File: src/cgen_map.svh
// Purpose: offsets, field positions, reset values and counts of the clock
//          generator control block
// Assumes: included by its bare name
// Notes:   definitions only
`ifndef CGEN_MAP_SVH
`define CGEN_MAP_SVH

// ****************************************
// register map
// ****************************************
`define CGEN_GATE_ADDR 16'hffe8
`define CGEN_GATE_BIT 0
`define CGEN_GATE_RST 1'b0
`define CGEN_RSV_WIDTH 15
`define CGEN_RSV_READ 15'h0000

// ****************************************
// timing counts
// ****************************************
`define CGEN_PLL_LOCK_CYC 2500
`define CGEN_PIN_SWITCH_CYC 2

`endif

File: src/cgen_pkg.sv
// Purpose: types of the clock generator control block
// Assumes: nothing
// Notes:   mode encoding follows the strap pins, high pin first
package cgen_pkg;

   // ****************************************
   // types
   // ****************************************
   typedef enum logic [1:0] {
      CGEN_MODE_STRAP_HI,
      CGEN_MUL1,
      CGEN_MUL2,
      CGEN_MUL4
   } cgen_mode_t;

   typedef enum logic [1:0] {
      CGEN_HOLD,
      CGEN_LOCK,
      CGEN_RUN
   } cgen_state_t;

endpackage : cgen_pkg

File: src/cgen_gate_if.sv
// Purpose: master clock level and its running flag, passed to the pin gate
// Assumes: one clock domain
// Notes:   gen drives, gate listens
interface cgen_gate_if;
   logic master_q;
   logic running;

   modport gen (output master_q, output running);
   modport gate (input master_q, input running);
endinterface : cgen_gate_if

File: src/cgen_pin_gate.sv
// Purpose: clock pin control register and gated master clock pin
// Assumes: io strobes are synchronous to core_clk, one cycle each
// Notes:   read data answer one cycle after the read strobe
`include "cgen_map.svh"

module cgen_pin_gate
   import cgen_pkg::*;
(
   input wire logic core_clk,
   input wire logic rst,
   input wire logic [15:0] io_addr,
   input wire logic [15:0] io_wdata,
   input wire logic io_wr,
   input wire logic io_rd,
   output logic [15:0] io_rdata,
   output logic master_clock_out,
   cgen_gate_if.gate gif
);

   // ****************************************
   // register and pin state
   // ****************************************
   logic gate_off_q;
   logic gate_off_d;
   logic pin_en_q;
   logic pin_en_d;
   logic pin_q;
   logic pin_d;
   logic [15:0] rdata_q;
   logic [15:0] rdata_d;
   logic hit;

   always_comb begin
      hit = (io_addr == `CGEN_GATE_ADDR);
      gate_off_d = gate_off_q;
      if (io_wr && hit) begin
         gate_off_d = io_wdata[`CGEN_GATE_BIT];
      end
      rdata_d = 16'h0000;
      if (io_rd && hit) begin
         rdata_d = {`CGEN_RSV_READ, gate_off_q};
      end
      pin_en_d = pin_en_q;
      if (!gif.master_q) begin
         pin_en_d = !gate_off_q;
      end
      pin_d = gif.master_q && pin_en_q;
   end

   always_ff @(posedge core_clk) begin
      if (rst) begin
         gate_off_q <= `CGEN_GATE_RST;
         pin_en_q <= 1'b1;
         pin_q <= 1'b0;
         rdata_q <= 16'h0000;
      end else begin
         gate_off_q <= gate_off_d;
         pin_en_q <= pin_en_d;
         pin_q <= pin_d;
         rdata_q <= rdata_d;
      end
   end

   assign io_rdata = rdata_q;
   assign master_clock_out = pin_q;

   // ****************************************
   // checks
   // ****************************************
   gate_write_a: assert property (
      @(posedge core_clk) disable iff (rst)
      (io_wr && io_addr == `CGEN_GATE_ADDR)
      |=> gate_off_q == $past(io_wdata[`CGEN_GATE_BIT]))
      else $error("gate bit did not take the written value");
   reserved_read_a: assert property (
      @(posedge core_clk) disable iff (rst)
      (io_rd && io_addr == `CGEN_GATE_ADDR)
      |=> io_rdata == {15'h0000, $past(gate_off_q)})
      else $error("gate register read back wrong");
   reset_clear_a: assert property (
      @(posedge core_clk)
      rst |=> !gate_off_q && pin_en_q)
      else $error("reset did not enable the pin");
   pin_off_a: assert property (
      @(posedge core_clk) disable iff (rst)
      (!pin_en_q) |=> !master_clock_out)
      else $error("pin toggles while gated off");
   pin_follow_a: assert property (
      @(posedge core_clk) disable iff (rst)
      pin_en_q |=> master_clock_out == $past(gif.master_q))
      else $error("pin does not follow the master clock");
   clean_switch_a: assert property (
      @(posedge core_clk) disable iff (rst)
      $changed(pin_en_q) |-> !$past(gif.master_q))
      else $error("pin gate switched during a high phase");
   stopped_pin_a: assert property (
      @(posedge core_clk) disable iff (rst)
      !gif.running |=> ##1 !master_clock_out)
      else $error("pin toggles while the master clock is stopped");

endmodule : cgen_pin_gate

File: src/cgen_cpu_clock.sv
// Purpose: cpu master clock generation from a source clock, mode straps
//          and the gated master clock pin
// Assumes: core_clk much faster than the source clock; pins asynchronous
// Notes:   master clock is a level on core_clk, phase locked to source rises in pll modes
`include "cgen_map.svh"

module cgen_cpu_clock
   import cgen_pkg::*;
#(
   parameter int PW = 16,
   parameter int LOCK_CYC = `CGEN_PLL_LOCK_CYC
)(
   input wire logic core_clk,
   input wire logic rst,
   input wire logic source_clock_in,
   input wire logic mode_strap_lo,
   input wire logic mode_strap_hi,
   input wire logic reset_pin_n,
   input wire logic ext_source_present,
   input wire logic cpu_idle,
   input wire logic [15:0] io_addr,
   input wire logic [15:0] io_wdata,
   input wire logic io_wr,
   input wire logic io_rd,
   output logic [15:0] io_rdata,
   output logic master_clock_out,
   output logic master_clock,
   output logic cpu_step,
   output logic cpu_latch,
   output logic cpu_reset,
   output logic pll_enable,
   output logic osc_enable,
   output logic pll_locked,
   output logic [1:0] clock_mode
);

   // ****************************************
   // parameter checks
   // ****************************************
   if (PW < 4 || PW > 31) begin : g_pw_chk
      $error("PW out of range");
   end
   if (LOCK_CYC < 1 || LOCK_CYC > 4095) begin : g_lock_chk
      $error("LOCK_CYC out of range");
   end

   // ****************************************
   // pin synchronisers
   // ****************************************
   logic [4:0] sync1_q;
   logic [4:0] sync2_q;
   logic src_prev_q;
   logic src_s;
   logic rstn_s;
   logic ext_s;
   logic [1:0] strap_s;
   logic src_rise;
   logic hw_rst;

   always_ff @(posedge core_clk) begin
      if (rst) begin
         sync1_q <= 5'h00;
         sync2_q <= 5'h00;
         src_prev_q <= 1'b0;
      end else begin
         sync1_q <= {ext_source_present, reset_pin_n, mode_strap_hi,
                     mode_strap_lo, source_clock_in};
         sync2_q <= sync1_q;
         src_prev_q <= sync2_q[0];
      end
   end

   always_comb begin
      src_s = sync2_q[0];
      strap_s = sync2_q[2:1];
      rstn_s = sync2_q[3];
      ext_s = sync2_q[4];
      src_rise = src_s && !src_prev_q;
      hw_rst = rst || !rstn_s;
   end

   // ****************************************
   // mode, lock and state
   // ****************************************
   cgen_mode_t mode_q;
   cgen_mode_t mode_d;
   cgen_state_t st_q;
   cgen_state_t st_d;
   logic [11:0] lock_q;
   logic [11:0] lock_d;
   logic locked;

   always_comb begin
      locked = (lock_q == 12'(LOCK_CYC));
      mode_d = mode_q;
      lock_d = lock_q;
      if (hw_rst) begin
         mode_d = cgen_mode_t'(strap_s);
      end
      if (hw_rst && mode_d != mode_q) begin
         lock_d = 12'h000;
      end else if (mode_q != CGEN_MODE_STRAP_HI && !locked && src_rise) begin
         lock_d = lock_q + 12'h001;
      end
      st_d = st_q;
      case (st_q)
         CGEN_HOLD: begin
            if (!hw_rst) begin
               st_d = (mode_q == CGEN_MODE_STRAP_HI || locked) ? CGEN_RUN : CGEN_LOCK;
            end
         end
         CGEN_LOCK: begin
            if (hw_rst) begin
               st_d = CGEN_HOLD;
            end else if (locked) begin
               st_d = CGEN_RUN;
            end
         end
         CGEN_RUN: begin
            if (hw_rst) begin
               st_d = CGEN_HOLD;
            end
         end
         default: begin
            st_d = CGEN_HOLD;
         end
      endcase
   end

   always_ff @(posedge core_clk) begin
      if (rst) begin
         mode_q <= CGEN_MODE_STRAP_HI;
         lock_q <= 12'h000;
         st_q <= CGEN_HOLD;
      end else begin
         mode_q <= mode_d;
         lock_q <= lock_d;
         st_q <= st_d;
      end
   end

   // ****************************************
   // source period and master clock
   // ****************************************
   function automatic logic [PW-1:0] half_of(input logic [PW-1:0] per,
                                             input cgen_mode_t m);
      logic [PW-1:0] h;
      h = per;
      case (m)
         CGEN_MODE_STRAP_HI: h = per;
         CGEN_MUL1: h = per >> 1;
         CGEN_MUL2: h = per >> 2;
         CGEN_MUL4: h = per >> 3;
         default: h = per;
      endcase
      if (h == '0) begin
         h = {{(PW-1){1'b0}}, 1'b1};
      end
      return h;
   endfunction : half_of

   logic [PW-1:0] per_cnt_q;
   logic [PW-1:0] per_cnt_d;
   logic [PW-1:0] per_q;
   logic [PW-1:0] per_d;
   logic [PW-1:0] ph_q;
   logic [PW-1:0] ph_d;
   logic [PW-1:0] half;
   logic master_q;
   logic master_d;
   logic step_q;
   logic latch_q;
   logic run;

   always_comb begin
      run = (st_q == CGEN_RUN);
      half = half_of(per_q, mode_q);
      per_d = per_q;
      per_cnt_d = per_cnt_q;
      if (src_rise) begin
         per_d = per_cnt_q + {{(PW-1){1'b0}}, 1'b1};
         per_cnt_d = '0;
      end else if (per_cnt_q != '1) begin
         per_cnt_d = per_cnt_q + {{(PW-1){1'b0}}, 1'b1};
      end
      master_d = master_q;
      ph_d = ph_q;
      if (!run) begin
         master_d = 1'b0;
         ph_d = '0;
      end else if (mode_q != CGEN_MODE_STRAP_HI && src_rise) begin
         master_d = 1'b1;
         ph_d = '0;
      end else if (ph_q >= half - {{(PW-1){1'b0}}, 1'b1}) begin
         master_d = !master_q;
         ph_d = '0;
      end else begin
         ph_d = ph_q + {{(PW-1){1'b0}}, 1'b1};
      end
   end

   always_ff @(posedge core_clk) begin
      if (rst) begin
         per_cnt_q <= '0;
         per_q <= '0;
         ph_q <= '0;
         master_q <= 1'b0;
         step_q <= 1'b0;
         latch_q <= 1'b0;
      end else begin
         per_cnt_q <= per_cnt_d;
         per_q <= per_d;
         ph_q <= ph_d;
         master_q <= master_d;
         step_q <= master_d && !master_q;
         latch_q <= !master_d && master_q;
      end
   end

   // ****************************************
   // outputs and pin gate
   // ****************************************
   cgen_gate_if gif ();

   assign gif.master_q = master_q;
   assign gif.running = run;

   cgen_pin_gate u_gate (
      .core_clk(core_clk),
      .rst(rst),
      .io_addr(io_addr),
      .io_wdata(io_wdata),
      .io_wr(io_wr),
      .io_rd(io_rd),
      .io_rdata(io_rdata),
      .master_clock_out(master_clock_out),
      .gif(gif)
   );

   assign master_clock = master_q;
   assign cpu_step = step_q;
   assign cpu_latch = latch_q;
   assign cpu_reset = !run;
   assign pll_enable = (mode_q != CGEN_MODE_STRAP_HI);
   assign osc_enable = (mode_q == CGEN_MODE_STRAP_HI) && !ext_s;
   assign pll_locked = locked && (mode_q != CGEN_MODE_STRAP_HI);
   assign clock_mode = mode_q;

   // ****************************************
   // checks
   // ****************************************
   strap_take_a: assert property (
      @(posedge core_clk) disable iff (rst)
      hw_rst |=> mode_q == cgen_mode_t'($past(strap_s)))
      else $error("mode not taken from straps in reset");
   mode_hold_a: assert property (
      @(posedge core_clk) disable iff (rst)
      !hw_rst |=> mode_q == $past(mode_q))
      else $error("mode changed while running");
   mode_strap_hi_nopll_a: assert property (
      @(posedge core_clk) disable iff (rst)
      (mode_q == CGEN_MODE_STRAP_HI) |-> !pll_enable && !(osc_enable && ext_s))
      else $error("mode_strap_hi mode with pll or wrong oscillator");
   phase_lock_a: assert property (
      @(posedge core_clk) disable iff (rst)
      (run && !hw_rst && mode_q != CGEN_MODE_STRAP_HI && src_rise) |=> master_q)
      else $error("master clock not locked to source edge");
   no_run_unlocked_a: assert property (
      @(posedge core_clk) disable iff (rst)
      (mode_q != CGEN_MODE_STRAP_HI && !locked) |-> !run)
      else $error("pll mode running before lock");
   step_per_cycle_a: assert property (
      @(posedge core_clk) disable iff (rst)
      (master_q && !$past(master_q)) |-> cpu_step ##1 !cpu_step)
      else $error("step not one pulse per master period");
   latch_low_a: assert property (
      @(posedge core_clk) disable iff (rst)
      cpu_latch |-> !master_q)
      else $error("latch strobe outside low phase");
   // master half period must not exceed 1000 core cycles for this check
   idle_toggle_a: assert property (
      @(posedge core_clk) disable iff (rst)
      (cpu_idle && run && $changed(master_q))
      |-> ##[1:1000] ($changed(master_q) || !run))
      else $error("master clock stops in idle");

endmodule : cgen_cpu_clock

File: config.mk
export PLATFORM = sky130hd
export DESIGN_NAME = cgen_cpu_clock
export DESIGN_NICKNAME = d
export VERILOG_FILES = /design/src/cgen_pkg.sv /design/src/cgen_gate_if.sv /design/src/cgen_pin_gate.sv /design/src/cgen_cpu_clock.sv
export VERILOG_INCLUDE_DIRS = /design/src
export SDC_FILE = /design/constraint.sdc
export NUM_CORES = 1
export LEC_CHECK = 0
export BUFFER_PORTS_ARGS = -buffer_cell sky130_fd_sc_hd__buf_2
export CAP_MARGIN = 20
export CORE_MARGIN = 2
export CORE_UTILIZATION = 52
export CTS_CLUSTER_DIAMETER = 50
export DETAILED_ROUTE_END_ITERATION = 10
export GPL_TIMING_DRIVEN = 0
export PLACE_DENSITY = 0.8
export RECOVER_POWER = 100
export SETUP_SLACK_MARGIN = 0.2
export SYNTH_ARGS = -nofsm -noshare
export SYNTH_HDL_FRONTEND = slang
export SYNTH_SLANG_ARGS = --single-unit
export TNS_END_PERCENT = 1
File: constraint.sdc
create_clock -name core_clk -period 4.35 [get_ports core_clk]
set_clock_uncertainty 0.2 [all_clocks]
set_input_delay 0.6525 -clock core_clk [delete_from_list [all_inputs] [get_ports core_clk]]
set_output_delay 0.6525 -clock core_clk [all_outputs]
set_load 0.01 [all_outputs]
==> metrics <==
final period utilization=0.960; Final Hold Fails=0; Worst setup SP type=flop; warnings from Yosys=0; DP Area=0.00480 mm²; worst-path cell chain=buf_6, or3_1, a2111o_1, a22oi_2, and4bb_2, a31oi_4, ha_4, nand2b_4, nor2_4, nand3b_1, xor2_1, ha_1, nand4_1, o21ai_1, o21bai_1, o211ai_1, or3_4, buf_8, clkbuf_8, nor2_1; Final Max Slew Viols=0; Reg clk slew, reported paths=0.09 ns; maxcap violations=0; design area=0.00525 mm²; Register Area=0.00165 mm²; Top FF cell, synth=dfxtp_1; Pleak=2.10 nW; # clock sinks=82; power density over cell area=283 mW/mm²; Reg power frac=0.514; HP Class=reg -> reg; switch share=0.270; initial antenna violation count=0; post-layout util=0.639; number of fill cells=676; Die X=96.2 µm; total track usage=0.221; Slew headroom=0.547; largest cells by area after synthesis=dfxtp_1, ha_1, nor2_1; #FFs+latches synth=82; Net Sw Power=0.000401 W; Worst-Margin Slew=0.673 ns; I/O pin cnt=68; Area Growth Syn to Fin=18.8%; fmax=239 MHz; area of the multi-input gates=0.00272 mm²; Clock Latency Late Sink=0.36 ns; Mapped Cells=519; Initial DRC Count=190; root buffer cell=clkbuf_8; setup violators final=0; Mapped Avg Cell Area=8.51 µm²; largest net degree at the start of global routing=16; flop2flop setup slack=0.17 ns; RSZ-0062 raised after global routing=yes; CTS tree=done; die height=96.2 µm; Power Total=0.00149 W; Initial Util=0.538; CP max-delay cell=a2111o_1; Yosys cell types=51; GPL Wtd Cong=0.830; CTS max path bufs=2; vias in the first global route=3558; share of cells above drive strength 1=0.182; critical path arrival=4.28 ns; post-route setup TNS=0 ns; Top delay family on crit path=simple AND/OR/NAND/NOR gates; hold buffer count at cts=0; WL per Instance=14.1 µm; antenna-violating nets left=0; final net count=658; post-synth top area share=0.371; Inserted Clock Buffers=9; row count=33; most frequent cell after synthesis=dfxtp_1; global-route wire length before repair=16.0 mm; htree depth=3; Diodes inserted=0; Internal=0.00109 W; post-synth top area cell=dfxtp_1; die area=0.00925 mm²; DP HPWL=7.16 mm; CP peak stage delay=0.38 ns; Total Wirelength=9.96 mm; combinational power share=0.136; worst path bufs/invs=3; Via density=5.37; CP Capture Type=flop; Crit Path Category=reg -> reg; IO buf count=35; clock share of power=0.349; outcome=finished, final reports clean; Core Region=0.00822 mm²; post-synthesis sequential area ratio=0.371; 1st-pass router iterations=5; VDD IR-drop max=0.280 mV; Post-synth ARST share=0; vias after detailed routing=3783; most frequent cells after synthesis=dfxtp_1, nor2_1, nand2_1; DRC=0; maximum fanout along the worst path=8; Post-Syn Area=0.00442 mm²; GRT overflow=0; Post-synth EDFFs=0; CP Data Required Time=4.45 ns; post-layout minimum cycle time=4.18 ns
-- repair_timing --
action                                  4_1_cts  5_1_grt
setup buffers                                12        3
pin swaps                                    15       10
endpoints found under the setup margin       19       19
cloned                                        1        0
gates resized for setup                      32       10
-- sequential cells by signal (all words and copies together) (netlist names), 2 cells and up --
signal      flops
lock_q         12
clock_mode      2
per_cnt_q      16
per_q          16
sync2_q         5
ph_q           16
st_q            2
sync1_q         5
-- cells by family (layout without fill, tap and decap cells) --
logic type	Yosys count	in the layout	share of synthesized area
fa+ha+maj	21	21	0.0595
mux	17	17	0.0504
flops	82	82	0.371
compound gates	82	82	0.112
xor+xnor	51	51	0.101
other cells	1	15	0.000849
simple gates	222	222	0.253
buf+inv	43	110	0.0521
-- cell type report --
class	instances	area share
clock buffers	10	0.0262
multi-input cells	408	0.518
clock inverters	6	0.00954
repair buffers	51	0.0534
inverters	10	0.00715
plain buffers	33	0.0477
well taps	105	0.0250
flip-flops and latches	82	0.313
-- worst register-to-register path, stage by stage (launching register included) --
cell	delay, ns
dfxtp_4	0.37
buf_6	0.13
or3_1	0.31
a2111o_1	0.38
a22oi_2	0.19
and4bb_2	0.35
a31oi_4	0.12
ha_4	0.19
nand2b_4	0.08
nor2_4	0.06
nand3b_1	0.09
xor2_1	0.17
ha_1	0.26
nand4_1	0.10
o21ai_1	0.07
o21bai_1	0.13
o211ai_1	0.15
or3_4	0.37
buf_8	0.15
clkbuf_8	0.15
nor2_1	0.10
-- metal layers --
layer / up-vias / track usage / wire [µm] / part of all wire
li1: 1937 / - / - / -
met3: 22 / 0.0439 / 317 / 0.032
met2: 69 / 0.394 / 5180 / 0.52
met4: 0 / 0.0940 / 279 / 0.028
met1: 1755 / 0.257 / 4180 / 0.42
met5: - / 0 / 0 / 0
-- through the flow --
step | cells | hold WS (ns) | setup slack, ns
5_1_grt | 705 | 0.253 | 0.0150
3_5_place_dp | 673 | 0.226 | -0.411
6_report | 705 | 0.249 | 0.174
3_3_place_gp | 673 | 0.220 | -0.311
2_1_floorplan | 533 | 0.214 | 0.215
4_1_cts | 702 | 0.251 | 0.194
-- worst paths after layout --
path / from / end / depth (start not counted)
max: clock_mode[0] / ph_q[1] / 20
min reg2reg: sync1_q[0] / sync2_q[0] / 1
min: sync1_q[0] / sync2_q[0] / 1
max reg2reg: clock_mode[0] / ph_q[1] / 20
-- cells in the final DEF, fill, tap and decap left out, types with 20 or more instances in the layout --
cell	netlist	routed
buf_2	4	25
clkbuf_1	12	21
xnor2_1	26	26
nand2_1	50	50
buf_4	15	29
o21ai_0	24	22
nor2_1	62	58
nand3_1	23	20
a21oi_1	27	26
dfxtp_1	82	81
ha_1	21	20
xor2_1	25	25
-- power groups by stage --
stage / Clock, W / Sequential (W) / Combinational (W)
global placement: 0 / 0.000783 / 0.000160
finish: 0.000520 / 0.000765 / 0.000203
detailed placement: 0 / 0.000783 / 0.000167
global route: 0.000556 / 0.000767 / 0.000224
CTS: 0.000527 / 0.000765 / 0.000191
floorplan: 0 / 0.000782 / 0.000127
Note: power is estimated with default switching activity, not from simulation.
